==> config.mk <==
export PLATFORM = sky130hd
export DESIGN_NAME = cotrp_regs
export DESIGN_NICKNAME = d
export VERILOG_FILES = /design/src/design/cotrp_pkg.sv /design/src/design/cotrp_span_timer.sv /design/src/design/cotrp_regs.sv
export SDC_FILE = /design/constraint.sdc
export NUM_CORES = 1
export LEC_CHECK = 0
export BUFFER_PORTS_ARGS = -buffer_cell sky130_fd_sc_hd__buf_2
export CORE_MARGIN = 2
export CORE_UTILIZATION = 60
export CTS_CLUSTER_SIZE = 16
export DETAILED_ROUTE_END_ITERATION = 7
export PLACE_DENSITY_LB_ADDON = 0.05
export SKIP_CTS_REPAIR_TIMING = 1
export SLEW_MARGIN = 25
export SYNTH_ARGS = -nofsm -noshare
export SYNTH_HDL_FRONTEND = slang
export SYNTH_HIERARCHICAL = 1
export SYNTH_SLANG_ARGS = --single-unit
==> constraint.sdc <==
create_clock -name ref_clk_i -period 11.23 [get_ports ref_clk_i]
set_clock_uncertainty 0.15 [all_clocks]
set_input_delay 0.5615 -clock ref_clk_i [delete_from_list [all_inputs] [get_ports ref_clk_i]]
set_output_delay 0.5615 -clock ref_clk_i [all_outputs]
set_load 0.02 [all_outputs]
==> src/design/cotrp_pkg.sv <==
// package: register map, field layout, reset values, states and timing counts
`default_nettype none

package cotrp_pkg;

  // ----------------------------------------------------------------
  // register offsets and reset values
  // ----------------------------------------------------------------
  localparam logic [7:0] COTRP_LOW_OFS = 8'h32;
  localparam logic [7:0] COTRP_HIGH_OFS = 8'h33;
  localparam logic [7:0] COTRP_LOW_RST = 8'hB7;
  localparam logic [7:0] COTRP_HIGH_RST = 8'h00;

  // ----------------------------------------------------------------
  // high byte fields
  // ----------------------------------------------------------------
  localparam int unsigned COTRP_HI_DEG_LSB = 6;
  localparam int unsigned COTRP_HI_IIN_BIT = 5;
  localparam int unsigned COTRP_HI_VSYS_BIT = 4;
  localparam int unsigned COTRP_HI_OVLD_BIT = 3;
  localparam int unsigned COTRP_HI_RELAX_BIT = 2;
  localparam int unsigned COTRP_HI_TMAX_LSB = 0;

  // ----------------------------------------------------------------
  // low byte fields
  // ----------------------------------------------------------------
  localparam int unsigned COTRP_LO_EXT_BIT = 7;
  localparam int unsigned COTRP_LO_MON_BIT = 6;
  localparam int unsigned COTRP_LO_LSW_BIT = 5;
  localparam int unsigned COTRP_LO_FIX_BIT = 4;
  localparam int unsigned COTRP_LO_IOC_EN_BIT = 3;
  localparam int unsigned COTRP_LO_IOC_LVL_BIT = 2;
  localparam int unsigned COTRP_LO_DOC_EN_BIT = 1;
  localparam int unsigned COTRP_LO_DOC_LVL_BIT = 0;

  // ----------------------------------------------------------------
  // synchroniser lanes of the pin inputs
  // ----------------------------------------------------------------
  localparam int unsigned COTRP_SYN_ADAPTER = 0;
  localparam int unsigned COTRP_SYN_OVERSHOOT = 1;
  localparam int unsigned COTRP_SYN_UNDERSHOOT = 2;
  localparam int unsigned COTRP_SYN_FIXED = 3;
  localparam int unsigned COTRP_SYN_INPUT_OC = 4;
  localparam int unsigned COTRP_SYN_DISCHARGE = 5;
  localparam int unsigned COTRP_SYN_W = 6;

  // ----------------------------------------------------------------
  // times as printed, and their cycle counts at the reference clock
  // ----------------------------------------------------------------
  localparam int unsigned COTRP_CLK_MHZ = 200;
  localparam int unsigned COTRP_DEG0_US = 1000;
  localparam int unsigned COTRP_DEG1_US = 2000;
  localparam int unsigned COTRP_DEG2_US = 5000;
  localparam int unsigned COTRP_DEG3_US = 10000;
  localparam int unsigned COTRP_TMAX0_MS = 20;
  localparam int unsigned COTRP_TMAX1_MS = 40;
  localparam int unsigned COTRP_TMAX2_MS = 80;
  localparam int unsigned COTRP_TMAX3_MS = 1000;
  localparam int unsigned COTRP_IOC_BLANK_US = 250;
  localparam int unsigned COTRP_IOC_RESUME_MS = 250;

  localparam int unsigned COTRP_DEG0_CYC = COTRP_DEG0_US * COTRP_CLK_MHZ;
  localparam int unsigned COTRP_DEG1_CYC = COTRP_DEG1_US * COTRP_CLK_MHZ;
  localparam int unsigned COTRP_DEG2_CYC = COTRP_DEG2_US * COTRP_CLK_MHZ;
  localparam int unsigned COTRP_DEG3_CYC = COTRP_DEG3_US * COTRP_CLK_MHZ;
  localparam int unsigned COTRP_TMAX0_CYC = COTRP_TMAX0_MS * 1000 * COTRP_CLK_MHZ;
  localparam int unsigned COTRP_TMAX1_CYC = COTRP_TMAX1_MS * 1000 * COTRP_CLK_MHZ;
  localparam int unsigned COTRP_TMAX2_CYC = COTRP_TMAX2_MS * 1000 * COTRP_CLK_MHZ;
  localparam int unsigned COTRP_TMAX3_CYC = COTRP_TMAX3_MS * 1000 * COTRP_CLK_MHZ;
  localparam int unsigned COTRP_IOC_BLANK_CYC = COTRP_IOC_BLANK_US * COTRP_CLK_MHZ;
  localparam int unsigned COTRP_IOC_RESUME_CYC = COTRP_IOC_RESUME_MS * 1000 * COTRP_CLK_MHZ;

  // ----------------------------------------------------------------
  // state machines
  // ----------------------------------------------------------------
  typedef enum logic [1:0] {
    COTRP_PP_IDLE  = 2'b00,
    COTRP_PP_QUAL  = 2'b01,
    COTRP_PP_OVLD  = 2'b10,
    COTRP_PP_RELAX = 2'b11
  } cotrp_pp_e;

  typedef enum logic [1:0] {
    COTRP_OC_OK     = 2'b00,
    COTRP_OC_BLANK  = 2'b01,
    COTRP_OC_OFF    = 2'b10,
    COTRP_OC_RESUME = 2'b11
  } cotrp_oc_e;

endpackage : cotrp_pkg

`default_nettype wire

==> src/design/cotrp_span_timer.sv <==
// cycle timer: expires after limit_i cycles of uninterrupted run
`default_nettype none

module cotrp_span_timer #(
  parameter int unsigned CNT_W = 32
) (
  input  wire logic             ref_clk_i, // reference clock
  input  wire logic             rst_i,     // synchronous reset, high
  input  wire logic             restart_i, // zero the count this cycle
  input  wire logic             run_i,     // count while high
  input  wire logic [CNT_W-1:0] limit_i,   // cycles to expiry, at least 1
  output logic                  expired_o  // high once limit reached
);

  typedef struct packed {
    logic [CNT_W-1:0] count;
    logic             expired;
  } cotrp_tmr_s;

  cotrp_tmr_s r_reg;
  cotrp_tmr_s r_next;

  always_comb begin
    r_next = r_reg;
    if (restart_i || !run_i) begin
      r_next.count   = '0;
      r_next.expired = 1'b0;
    end else if (!r_reg.expired) begin
      // saturate rather than wrap so a held run never re-arms
      if (CNT_W'(r_reg.count + 1'b1) >= limit_i) begin
        r_next.expired = 1'b1;
      end else begin
        r_next.count = CNT_W'(r_reg.count + 1'b1);
      end
    end
  end

  always_ff @(posedge ref_clk_i) begin
    if (rst_i) begin
      r_reg <= '0;
    end else begin
      r_reg <= r_next;
    end
  end

  assign expired_o = r_reg.expired;

endmodule : cotrp_span_timer

`default_nettype wire

==> src/design/cotrp_regs.sv <==
// charger option two register pair: peak power control and overcurrent options
//
// Function
// - overload deglitch code picks 1, 2, 5 or 10 ms before overload cycle.
// - input-overshoot enable lets an input current overshoot start peak power.
// - system-undershoot enable lets a system voltage dip start peak power.
// - with both trigger enables clear, peak power mode stays off.
// - adapter removal clears both trigger enables by hardware.
// - overload flag reads 1 in overload cycle; writing 0 leaves it.
// - relax flag reads 1 in relax cycle; writing 0 leaves it.
// - cycle time code picks 20, 40, 80 ms or 1 s per cycle.
// - external limit select takes the lower of pin and register limit.
// - monitor select reports discharge current at 0, charge at 1.
// - low-side switch trip select picks 210 mV or 150 mV.
// - fixed input trip stops switching at once, resumes on release.
// - enabled input overcurrent stops after blanking, restarts after 250 ms clear.
// - input overcurrent level select picks 133% or 200% of second limit.
// - enabled discharge overcurrent trip disables the converter.
// - discharge level select picks 133% or 200% of second discharge limit.
`default_nettype none

module cotrp_regs
  import cotrp_pkg::*;
#(
  parameter int unsigned LIM_W           = 8,
  parameter int unsigned DEG_CYC_0       = COTRP_DEG0_CYC,
  parameter int unsigned DEG_CYC_1       = COTRP_DEG1_CYC,
  parameter int unsigned DEG_CYC_2       = COTRP_DEG2_CYC,
  parameter int unsigned DEG_CYC_3       = COTRP_DEG3_CYC,
  parameter int unsigned TMAX_CYC_0      = COTRP_TMAX0_CYC,
  parameter int unsigned TMAX_CYC_1      = COTRP_TMAX1_CYC,
  parameter int unsigned TMAX_CYC_2      = COTRP_TMAX2_CYC,
  parameter int unsigned TMAX_CYC_3      = COTRP_TMAX3_CYC,
  parameter int unsigned IOC_BLANK_CYC   = COTRP_IOC_BLANK_CYC,
  parameter int unsigned IOC_RESUME_CYC  = COTRP_IOC_RESUME_CYC
) (
  input  wire logic             ref_clk_i,                       // 200 MHz clock
  input  wire logic             rst_i,                           // sync reset, high
  // register port from the serial bus engine
  input  wire logic [7:0]       reg_addr_i,                      // register address
  input  wire logic             reg_wr_i,                        // write strobe
  input  wire logic [7:0]       reg_wdata_i,                     // write data
  input  wire logic             reg_rd_i,                        // read strobe
  output logic [7:0]            reg_rdata_o,                     // read data, next cycle
  // pin and comparator inputs, asynchronous
  input  wire logic             adapter_present_i,               // adapter attached
  input  wire logic             input_overshoot_i,               // input current overshoot
  input  wire logic             system_undershoot_i,             // system voltage dip
  input  wire logic             fixed_input_trip_i,              // fixed input comparator
  input  wire logic             input_overcurrent_trip_i,        // configurable input comp.
  input  wire logic             discharge_overcurrent_trip_i,    // battery discharge comp.
  // limit values from the same clock domain
  input  wire logic [LIM_W-1:0] limit_setting_pin_i,             // pin limit, digitised
  input  wire logic [LIM_W-1:0] input_limit_value_i,             // input limit register
  // outputs
  output logic [LIM_W-1:0]      input_limit_o,                   // effective input limit
  output logic                  converter_enable_o,              // converter may switch
  output logic                  overload_cycle_o,                // in overload cycle
  output logic                  relax_cycle_o,                   // in relax cycle
  output logic                  battery_monitor_direction_sel_o, // 1 = charge current
  output logic                  low_side_switch_trip_sel_o,      // 1 = 150 mV
  output logic                  fixed_input_trip_sel_o,          // 1 = lower level
  output logic                  input_overcurrent_level_sel_o,   // 1 = 200 %
  output logic                  discharge_overcurrent_level_sel_o // 1 = 200 %
);

  // ----------------------------------------------------------------
  // state
  // ----------------------------------------------------------------
  typedef struct packed {
    logic [COTRP_SYN_W-1:0] sync1;
    logic [COTRP_SYN_W-1:0] sync2;
    logic                   adapter_prev;
    logic [7:0]             low;
    logic [1:0]             deg;
    logic                   en_iin;
    logic                   en_vsys;
    logic [1:0]             tmax;
    cotrp_pp_e              pp;
    cotrp_oc_e              oc;
    logic                   conv_en;
    logic [LIM_W-1:0]       limit;
    logic [7:0]             rdata;
  } cotrp_state_s;

  cotrp_state_s r_reg;
  cotrp_state_s r_next;

  logic        pp_restart;
  logic        pp_run;
  logic [31:0] pp_limit;
  logic        pp_done;
  logic        oc_restart;
  logic        oc_run;
  logic [31:0] oc_limit;
  logic        oc_done;

  // ----------------------------------------------------------------
  // timers
  // ----------------------------------------------------------------
  cotrp_span_timer #(
    .CNT_W     (32)
  ) u_pp_timer (
    .ref_clk_i (ref_clk_i),
    .rst_i     (rst_i),
    .restart_i (pp_restart),
    .run_i     (pp_run),
    .limit_i   (pp_limit),
    .expired_o (pp_done)
  );

  cotrp_span_timer #(
    .CNT_W     (32)
  ) u_oc_timer (
    .ref_clk_i (ref_clk_i),
    .rst_i     (rst_i),
    .restart_i (oc_restart),
    .run_i     (oc_run),
    .limit_i   (oc_limit),
    .expired_o (oc_done)
  );

  // ----------------------------------------------------------------
  // next state
  // ----------------------------------------------------------------
  always_comb begin
    logic hi_wr;
    logic lo_wr;
    logic removal;
    logic trig;
    logic clr_ovld;
    logic clr_relax;
    logic ioc_trip;
    logic doc_trip;
    hi_wr     = reg_wr_i && (reg_addr_i == COTRP_HIGH_OFS);
    lo_wr     = reg_wr_i && (reg_addr_i == COTRP_LOW_OFS);
    removal   = r_reg.adapter_prev && !r_reg.sync2[COTRP_SYN_ADAPTER];
    clr_ovld  = hi_wr && !reg_wdata_i[COTRP_HI_OVLD_BIT];
    clr_relax = hi_wr && !reg_wdata_i[COTRP_HI_RELAX_BIT];
    trig      = (r_reg.en_iin && r_reg.sync2[COTRP_SYN_OVERSHOOT])
             || (r_reg.en_vsys && r_reg.sync2[COTRP_SYN_UNDERSHOOT]);
    ioc_trip  = r_reg.low[COTRP_LO_IOC_EN_BIT] && r_reg.sync2[COTRP_SYN_INPUT_OC];
    doc_trip  = r_reg.low[COTRP_LO_DOC_EN_BIT] && r_reg.sync2[COTRP_SYN_DISCHARGE];

    r_next = r_reg;

    // pins pass two flops before any logic reads them
    r_next.sync1 = {discharge_overcurrent_trip_i, input_overcurrent_trip_i,
                    fixed_input_trip_i, system_undershoot_i,
                    input_overshoot_i, adapter_present_i};
    r_next.sync2 = r_reg.sync1;
    r_next.adapter_prev = r_reg.sync2[COTRP_SYN_ADAPTER];

    // register writes; status bits only accept a zero, handled below
    if (lo_wr) begin
      r_next.low = reg_wdata_i;
    end
    if (hi_wr) begin
      r_next.deg     = reg_wdata_i[COTRP_HI_DEG_LSB +: 2];
      r_next.en_iin  = reg_wdata_i[COTRP_HI_IIN_BIT];
      r_next.en_vsys = reg_wdata_i[COTRP_HI_VSYS_BIT];
      r_next.tmax    = reg_wdata_i[COTRP_HI_TMAX_LSB +: 2];
    end
    // removal beats a host write in the same cycle
    if (removal) begin
      r_next.en_iin  = 1'b0;
      r_next.en_vsys = 1'b0;
    end

    // peak power sequence: qualify, overload, relax
    case (r_reg.pp)
      COTRP_PP_IDLE: begin
        if (trig) begin
          r_next.pp = COTRP_PP_QUAL;
        end
      end
      COTRP_PP_QUAL: begin
        if (!trig) begin
          r_next.pp = COTRP_PP_IDLE;
        end else if (pp_done) begin
          r_next.pp = COTRP_PP_OVLD;
        end
      end
      COTRP_PP_OVLD: begin
        if (pp_done) begin
          r_next.pp = COTRP_PP_RELAX;
        end else if (clr_ovld) begin
          r_next.pp = COTRP_PP_IDLE;
        end
      end
      COTRP_PP_RELAX: begin
        if (pp_done || clr_relax) begin
          r_next.pp = COTRP_PP_IDLE;
        end
      end
      default: begin
        r_next.pp = COTRP_PP_IDLE;
      end
    endcase
    if (!r_reg.en_iin && !r_reg.en_vsys) begin
      r_next.pp = COTRP_PP_IDLE;
    end

    // configurable input overcurrent: blank, off, deglitched restart
    case (r_reg.oc)
      COTRP_OC_OK: begin
        if (ioc_trip) begin
          r_next.oc = COTRP_OC_BLANK;
        end
      end
      COTRP_OC_BLANK: begin
        if (!ioc_trip) begin
          r_next.oc = COTRP_OC_OK;
        end else if (oc_done) begin
          r_next.oc = COTRP_OC_OFF;
        end
      end
      COTRP_OC_OFF: begin
        if (!r_reg.sync2[COTRP_SYN_INPUT_OC]) begin
          r_next.oc = COTRP_OC_RESUME;
        end
      end
      COTRP_OC_RESUME: begin
        if (r_reg.sync2[COTRP_SYN_INPUT_OC]) begin
          r_next.oc = COTRP_OC_OFF;
        end else if (oc_done) begin
          r_next.oc = COTRP_OC_OK;
        end
      end
      default: begin
        r_next.oc = COTRP_OC_OK;
      end
    endcase
    if (!r_reg.low[COTRP_LO_IOC_EN_BIT]) begin
      r_next.oc = COTRP_OC_OK;
    end

    // no fault latches: fixed and discharge terms follow their comparators, input overcurrent follows its off/resume states
    r_next.conv_en = !(r_reg.sync2[COTRP_SYN_FIXED]
                    || r_reg.oc == COTRP_OC_OFF
                    || r_reg.oc == COTRP_OC_RESUME
                    || doc_trip);

    if (r_reg.low[COTRP_LO_EXT_BIT]
        && (limit_setting_pin_i < input_limit_value_i)) begin
      r_next.limit = limit_setting_pin_i;
    end else begin
      r_next.limit = input_limit_value_i;
    end

    if (reg_rd_i) begin
      case (reg_addr_i)
        COTRP_LOW_OFS: begin
          r_next.rdata = r_reg.low;
        end
        COTRP_HIGH_OFS: begin
          r_next.rdata = {r_reg.deg, r_reg.en_iin, r_reg.en_vsys,
                          r_reg.pp == COTRP_PP_OVLD,
                          r_reg.pp == COTRP_PP_RELAX,
                          r_reg.tmax};
        end
        default: begin
          r_next.rdata = 8'h00;
        end
      endcase
    end

    pp_restart = r_next.pp != r_reg.pp;
    oc_restart = r_next.oc != r_reg.oc;
  end

  // ----------------------------------------------------------------
  // timer limits
  // ----------------------------------------------------------------
  always_comb begin
    pp_run = r_reg.pp != COTRP_PP_IDLE;
    if (r_reg.pp == COTRP_PP_QUAL) begin
      case (r_reg.deg)
        2'b00:   pp_limit = 32'(DEG_CYC_0);
        2'b01:   pp_limit = 32'(DEG_CYC_1);
        2'b10:   pp_limit = 32'(DEG_CYC_2);
        default: pp_limit = 32'(DEG_CYC_3);
      endcase
    end else begin
      case (r_reg.tmax)
        2'b00:   pp_limit = 32'(TMAX_CYC_0);
        2'b01:   pp_limit = 32'(TMAX_CYC_1);
        2'b10:   pp_limit = 32'(TMAX_CYC_2);
        default: pp_limit = 32'(TMAX_CYC_3);
      endcase
    end
    oc_run = (r_reg.oc == COTRP_OC_BLANK) || (r_reg.oc == COTRP_OC_RESUME);
    if (r_reg.oc == COTRP_OC_BLANK) begin
      oc_limit = 32'(IOC_BLANK_CYC);
    end else begin
      oc_limit = 32'(IOC_RESUME_CYC);
    end
  end

  // ----------------------------------------------------------------
  // registers
  // ----------------------------------------------------------------
  always_ff @(posedge ref_clk_i) begin
    if (rst_i) begin
      r_reg         <= '0;
      r_reg.low     <= COTRP_LOW_RST;
      r_reg.deg     <= COTRP_HIGH_RST[COTRP_HI_DEG_LSB +: 2];
      r_reg.en_iin  <= COTRP_HIGH_RST[COTRP_HI_IIN_BIT];
      r_reg.en_vsys <= COTRP_HIGH_RST[COTRP_HI_VSYS_BIT];
      r_reg.tmax    <= COTRP_HIGH_RST[COTRP_HI_TMAX_LSB +: 2];
      r_reg.conv_en <= 1'b1;
    end else begin
      r_reg <= r_next;
    end
  end

  // ----------------------------------------------------------------
  // outputs
  // ----------------------------------------------------------------
  // trip levels go to the analog comparators, which do the comparing
  assign reg_rdata_o                       = r_reg.rdata;
  assign input_limit_o                     = r_reg.limit;
  assign converter_enable_o                = r_reg.conv_en;
  assign overload_cycle_o                  = r_reg.pp == COTRP_PP_OVLD;
  assign relax_cycle_o                     = r_reg.pp == COTRP_PP_RELAX;
  assign battery_monitor_direction_sel_o   = r_reg.low[COTRP_LO_MON_BIT];
  assign low_side_switch_trip_sel_o        = r_reg.low[COTRP_LO_LSW_BIT];
  assign fixed_input_trip_sel_o            = r_reg.low[COTRP_LO_FIX_BIT];
  assign input_overcurrent_level_sel_o     = r_reg.low[COTRP_LO_IOC_LVL_BIT];
  assign discharge_overcurrent_level_sel_o = r_reg.low[COTRP_LO_DOC_LVL_BIT];

endmodule : cotrp_regs

`default_nettype wire

==> results.py, run 1 <==
metrics = {
    "outcome": {
        "outcome": "complete, no violations",
    },
    "sta": {
        "setup_viol": 0,
        "slew_violations": 0,
        "slew_headroom_pct": 41.1,
        "worst_pin_slew_ps": 884,
        "min_period_over_period_pct": 44.8,
        "finalHoldViolCount": 0,
        "max_freq_mhz": 199,
        "fin_ws_ps": 6200,
        "min_period_ps": 5030,
        "rsz0062_at_grt": "no",
        "fin_setup_tns_ps": 0,
    },
    "flow_run": {
        "max-cap-violations": 0,
    },
    "layout": {
        "nets": 1182,
        "drive_gt1_share_pct": 11.8,
        "area_delta_synth_final_pct": 11.3,
        "fillCellCount": 1164,
        "final_area_sq_um": 9190,
        "seq_area_sq_um": 2280,
        "antennaDiodeCount": 0,
        "multi_input_area_sq_um": 5360,
    },
    "grt": {
        "grt_overflow": 0,
        "grt_max_degree": 61,
        "antenna_found_initial": 0,
        "first_global_vias": 6560,
        "grt_pass1_wl_mm": 30.9,
        "grt_use_total_pct": 25.8,
    },
    "synthesis": {
        "synth-edff-count": 0,
        "ys_seq_area_share_pct": 27.6,
        "synthCells": 1005,
        "syn_area_per_cell_sq_um": 8.22,
        "syn-cell-area_sq_um": 8260,
        "synth_seq_cells": 114,
        "synth_cell_types": 63,
        "yosys_warnings": 6,
        "ys.flop_type": "dfxtp_1",
        "ys_async_sr_fraction_pct": 0,
    },
    "floorplan": {
        "dieArea_sq_um": 14700,
        "die_y_microns": 121,
        "die_x_microns": 121,
        "coreArea_sq_um": 13300,
        "io_pins": 66,
        "initial_utilization_pct": 61.9,
        "num_rows": 42,
    },
    "clocking": {
        "root_buffer": "clkbuf_16",
        "clock-sinks": 114,
        "clock_latency_ps": 420,
        "cts_tree": "done",
        "htree_levels": 4,
        "path_clk_slew_ps": 60,
        "clk_path_buf_depth": 2,
        "cts-buffers-inserted": 17,
    },
    "placed_design": {
        "io_buffers": 65,
        "gp_congestion": 0.865,
        "pre_cts_slack_ps": 6300,
        "placed_area_sq_um": 8550,
        "hpwlAfterDp_mm": 12.6,
    },
    "pwr": {
        "cellPowerDensity_nw_per_um2": 115,
        "swShare_pct": 21.7,
        "p_comb_share_pct": 4.8,
        "peakVddDrop_v": 0.0000945,
        "p_seq_share_pct": 39.1,
        "internal_power_uw": 825,
        "clkPwrFrac_pct": 56.1,
        "power.switching_uw": 229,
        "power_leakage_uw": 0.00381,
    },
    "route": {
        "post-route-drc-count": 0,
        "via_count": 7210,
        "postRouteAntennaNets": 0,
        "wire_per_inst_microns": 14.7,
        "routed_wl_mm": 18.2,
        "dr.first_iter.drc_count": 368,
        "dr.pass1.iters": 5,
        "avgViaCountPerCell": 5.80,
    },
    "setup_path": {
        "rr_worst_depth": 14,
        "r2r_slack_ps": 6200,
        "required_ps": 11360,
        "crit_path_end_kind": "register",
        "critPathSlowestCell": "or2_1",
        "crit_path_start_kind": "register",
        "cpMostUsedCell": "ha_1",
        "crit_chain": "ha_1 -> nand3_1 -> nor3_2 -> and4_1 -> nand2_1 -> xnor2_1 -> ha_1 -> and4_4 -> a211o_1 -> a221o_1 -> or2_1 -> buf_4 -> o311ai_0 -> o41ai_1",
        "r2r-start": "u_oc_timer/r_reg[1]$_SDFFE_PP0P_",
        "cp_max_fo": 32,
        "crit_arrival_ps": 5160,
        "path_class": "register to register",
        "r2r-end": "u_oc_timer/r_reg[4]$_SDFFE_PP0P_",
        "cp_slowest_stage_delay_ps": 560,
    },
    "worst_hold_path": {
        "min_to": "discharge_overcurrent_level_sel_o$_SDFFE_PP1P_",
        "hold_depth": 3,
        "holdCritPathClass": "input pin to register",
        "min-delay-start": "reg_wdata_i[0]",
    },
}
-- logic make-up (layout without fill, tap and decap cells) --
group                      count (synthesis)  in the layout  synth area share [%]
and+or+nand+nor                          341            341                  24.3
AOI/OAI and AO/OA                        234            234                  18.0
buffers and inverters                    153            188                  8.68
DFF                                      114            114                  27.6
adders and majority gates                 85             85                  12.9
xor gates and xnor gates                  61             61                  6.47
muxes                                     15             15                  1.92
other                                      2             29                0.0909
-- layout make-up --
cell class              instances  share of cell area (%)
clock buffers                  18                    4.67
clock inverters                13                    2.27
inverters                      87                    3.55
multi-input cells             765                    58.3
flip-flops and latches        114                    24.8
well taps                     176                    2.40
repair buffers                 70                    3.95
-- synth_stat cells (9+ instances only) --
cell type	count	area [sq um]
a21o_1	9	67.6
a21oi_1	102	510
and3_1	15	93.8
buf_4	16	120
buf_6	10	113
clkbuf_1	34	128
dfxtp_1	114	2280
ha_1	85	1060
inv_1	87	327
nand2_1	82	308
nand2b_1	27	169
nand3_1	48	240
nand3b_1	9	67.6
nand4_1	14	87.6
nor2_1	20	75.1
nor2b_1	15	93.8
nor3_1	9	45.0
o21ai_0	24	120
o31ai_1	56	420
or4_1	54	405
xnor2_1	57	499
-- routing by layer --
layer | vias up | global-route usage [%] | wire (microns)
li1 | 3692 | - | -
met1 | 3341 | 36.1 | 9020
met2 | 160 | 40.5 | 8120
met3 | 17 | 4.51 | 860
met4 | 0 | 8.19 | 226
met5 | - | 0 | 0
-- metrics by stage --
| stage | hold WS, ps | util, % | instances | total power [uW] |
|---|---|---|---|---|
| floorplan | 264 | - | 1032 | 457 |
| global placement | 266 | 64.1 | 1212 | 469 |
| detailed placement | 275 | 64.1 | 1212 | 470 |
| CTS | 217 | 68.9 | 1243 | 1060 |
| global route | 224 | 68.9 | 1243 | 1090 |
| finish | 232 | 68.9 | 1243 | 1050 |
-- layout by cell type, fill, tap and decap left out, types with 17 or more instances in the layout --
cell type and count:
a21oi_1 102, buf_2 65, clkbuf_16 17, conb_1 29
dfxtp_1 114, ha_1 85, inv_1 87, nand2_1 82
nand2b_1 27, nand3_1 48, nor2_1 20, o21ai_0 24
o31ai_1 56, or4_1 54, xnor2_1 57
-- critical path, delay by kind of cell (launching register included) --
| kind | cells | cell delay (ps) |
|---|---|---|
| AND/OR/NAND/NOR | 6 | 2000 |
| AO/OA/AOI/OAI | 4 | 1190 |
| adder cells (fa/ha/maj) | 2 | 550 |
| flip-flops | 1 | 420 |
| buffers and inverters | 1 | 380 |
| XOR/XNOR | 1 | 170 |
-- worst max path at each step --
stage	from	to	slack, ps	cells past startpoint
finish	u_oc_timer/r_reg[1]$_SDFFE_PP0P_	u_oc_timer/r_reg[4]$_SDFFE_PP0P_	6200	14
CTS	u_oc_timer/r_reg[1]$_SDFFE_PP0P_	u_oc_timer/r_reg[4]$_SDFFE_PP0P_	6210	14
global route	u_oc_timer/r_reg[1]$_SDFFE_PP0P_	u_oc_timer/r_reg[4]$_SDFFE_PP0P_	5810	14
global placement	u_oc_timer/r_reg[1]$_SDFFE_PP0P_	u_oc_timer/r_reg[11]$_SDFFE_PP0P_	6400	14
floorplan	u_oc_timer/r_reg[1]$_SDFFE_PP0P_	u_oc_timer/r_reg[5]$_SDFFE_PP0P_	7320	15
detailed placement	u_oc_timer/r_reg[1]$_SDFFE_PP0P_	u_oc_timer/r_reg[20]$_SDFFE_PP0P_	6300	14
-- power groups by stage --
| stage | clock (uW) | combinational, uW | sequential, uW |
|---|---|---|---|
| global route | 617 | 56.9 | 412 |
| CTS | 600 | 50.3 | 412 |
| finish | 592 | 50.4 | 412 |
| detailed placement | 0 | 49.8 | 420 |
| global placement | 0 | 49.0 | 420 |
| floorplan | 0 | 36.6 | 420 |
(Power assumes the default switching activity.)
==> run 2, diff against run 1 <==
clock period = 5 ns   (was 11.23 ns; I/O delays follow)
==> run 2 against run 1 <==
  * Combinational power rose to 2.7 times the previous value
  * Core utilization increased by 2.2 points
  * Hold slack got worse by 220 ps
  * Maximum frequency rose by 13%
  * Die area is the same
  * Highest routed layer unchanged
==> results.py, run 2 (synthesized netlist as in run 1, its figures left out) <==
metrics = {
    "sta": {
        "rsz0062_at_grt": "no",
        "slew_headroom_pct": 42.2,
        "min_period_ps": 4470,
        "finalHoldViolCount": 0,
        "fin_setup_tns_ps": 0,
        "worst_pin_slew_ps": 867,
        "max_freq_mhz": 224,
        "slew_violations": 0,
        "min_period_over_period_pct": 89.3,
        "setup_viol": 0,
    },
    "flow_run": {
        "max-cap-violations": 0,
    },
    "pwr": {
        "p_comb_share_pct": 5.9,
        "swShare_pct": 22.5,
        "p_seq_share_pct": 40.0,
        "peakVddDrop_v": 0.000217,
        "power.switching_uw": 519,
        "cellPowerDensity_nw_per_um2": 243,
        "internal_power_uw": 1790,
        "power_leakage_uw": 0.00395,
        "clkPwrFrac_pct": 54.0,
    },
    "clocking": {
        "cts-buffers-inserted": 17,
        "htree_levels": 4,
        "root_buffer": "clkbuf_16",
        "clock-sinks": 114,
        "clock_latency_ps": 420,
        "path_clk_slew_ps": 60,
        "clk_path_buf_depth": 2,
        "cts_tree": "done",
    },
    "floorplan": {
        "io_pins": 66,
        "coreArea_sq_um": 13300,
        "die_y_microns": 121,
        "dieArea_sq_um": 14700,
        "num_rows": 42,
        "initial_utilization_pct": 61.9,
        "die_x_microns": 121,
    },
    "route": {
        "avgViaCountPerCell": 5.68,
        "wire_per_inst_microns": 14.4,
        "post-route-drc-count": 0,
        "postRouteAntennaNets": 0,
        "dr.pass1.iters": 5,
        "routed_wl_mm": 18.4,
        "via_count": 7253,
        "dr.first_iter.drc_count": 523,
    },
    "placed_design": {
        "hpwlAfterDp_mm": 12.2,
        "dp.cells": 1216,
        "io_buffers": 65,
        "gp_congestion": 0.842,
    },
    "layout": {
        "final_cell_mix": "dfxtp_1 (114), a21oi_1 (102), inv_1 (87)",
        "seq_area_sq_um": 2280,
        "drive_gt1_share_pct": 12.0,
        "nets": 1215,
        "multi_input_area_sq_um": 5360,
        "fillCellCount": 1043,
        "final_common_cell": "dfxtp_1",
        "antennaDiodeCount": 0,
        "area_delta_synth_final_pct": 14.9,
        "stdcell_count": 1277,
    },
    "grt": {
        "antenna_found_initial": 0,
        "grt_overflow": 0,
        "grt_use_total_pct": 25.0,
        "grt_pass1_wl_mm": 30.0,
        "first_global_vias": 6334,
        "grt_max_degree": 61,
    },
    "setup_path": {
        "path_class": "register to register",
        "crit_arrival_ps": 4650,
        "cp_max_fo": 60,
        "required_ps": 5190,
        "crit_path_end_kind": "register",
        "crit_path_start_kind": "register",
    },
    "outcome": {
        "outcome": "complete, no violations",
    },
    "worst_hold_path": {
        "holdCritPathClass": "input pin to register",
    },
}
## run 2: cell types whose count changed in the layout (fill, tap and decap cells not counted), sizes merged
| cell | delta |
|---|---|
| dlygate4sd3 | +29 |
| inv | -1 |
| clkbuf | +4 |
| bufinv | -3 |
| clkinv | -1 |
| clkinvlp | +2 |
| buf | +4 |
## run 2: critical path: stages (launching register included)
cell     delay [ps]
dfxtp_1         430
nand3_2         220
nor4_4          490
and4_1          440
nand3_1         180
xnor2_1         170
ha_1            280
and4_4          210
a211o_1         290
a221o_1         290
or2_1           230
buf_4           290
or4_1           530
a21oi_1         160
## run 2: worst paths after layout
check | start | cells past startpoint | slack [ps] | endpoint
setup / recovery | u_oc_timer/r_reg[3]$_SDFFE_PP0P_ | 13 | 530 | u_oc_timer/r_reg[32]$_SDFFE_PP0P_
hold / removal | limit_setting_pin_i[5] | 3 | 10 | input_limit_o[5]$_SDFF_PP0_
setup reg to reg | u_oc_timer/r_reg[3]$_SDFFE_PP0P_ | 13 | 530 | u_oc_timer/r_reg[32]$_SDFFE_PP0P_
hold reg to reg | r_next[38]$_SDFF_PP0_ | 1 | 290 | r_reg[38]$_SDFF_PP0_
## run 2: cell type report
| class | count | share of cell area [%] |
|---|---|---|
| inverters | 87 | 3.44 |
| clock inverters | 10 | 1.31 |
| flip-flops and latches | 114 | 24.0 |
| repair buffers | 103 | 7.20 |
| well taps | 176 | 2.32 |
| clock buffers | 22 | 5.21 |
| multi-input cells | 765 | 56.5 |
## run 2: through the flow
step	hold slack, ps	utilization [%]	power, uW	area [sq um]	setup WS (ps)
after global routing	14.6	71.1	2380	9490	245
after detailed placement	276	64.3	1050	8580	650
after floorplan	218	-	1030	8360	1090
final	10.9	71.1	2310	9490	535
after CTS	-101	68.9	2300	9200	577
after global placement	268	64.3	1050	8580	698
## run 2: power groups by stage
stage               logic (uW)  registers, uW  clock network, uW
floorplan                 82.3            944                  0
global placement           109            944                  0
detailed placement         111            944                  0
CTS                        112            924               1270
global route               152            925               1310
finish                     137            925               1250
## run 2: routing by layer
metal / vias to the layer above / GRT usage, % / part of all wire (%)
li1: 3765 / - / -
met1: 3308 / 36.7 / 51
met2: 159 / 37.5 / 43
met3: 21 / 4.42 / 4.6
met4: 0 / 7.26 / 1.2
met5: - / 0 / 0
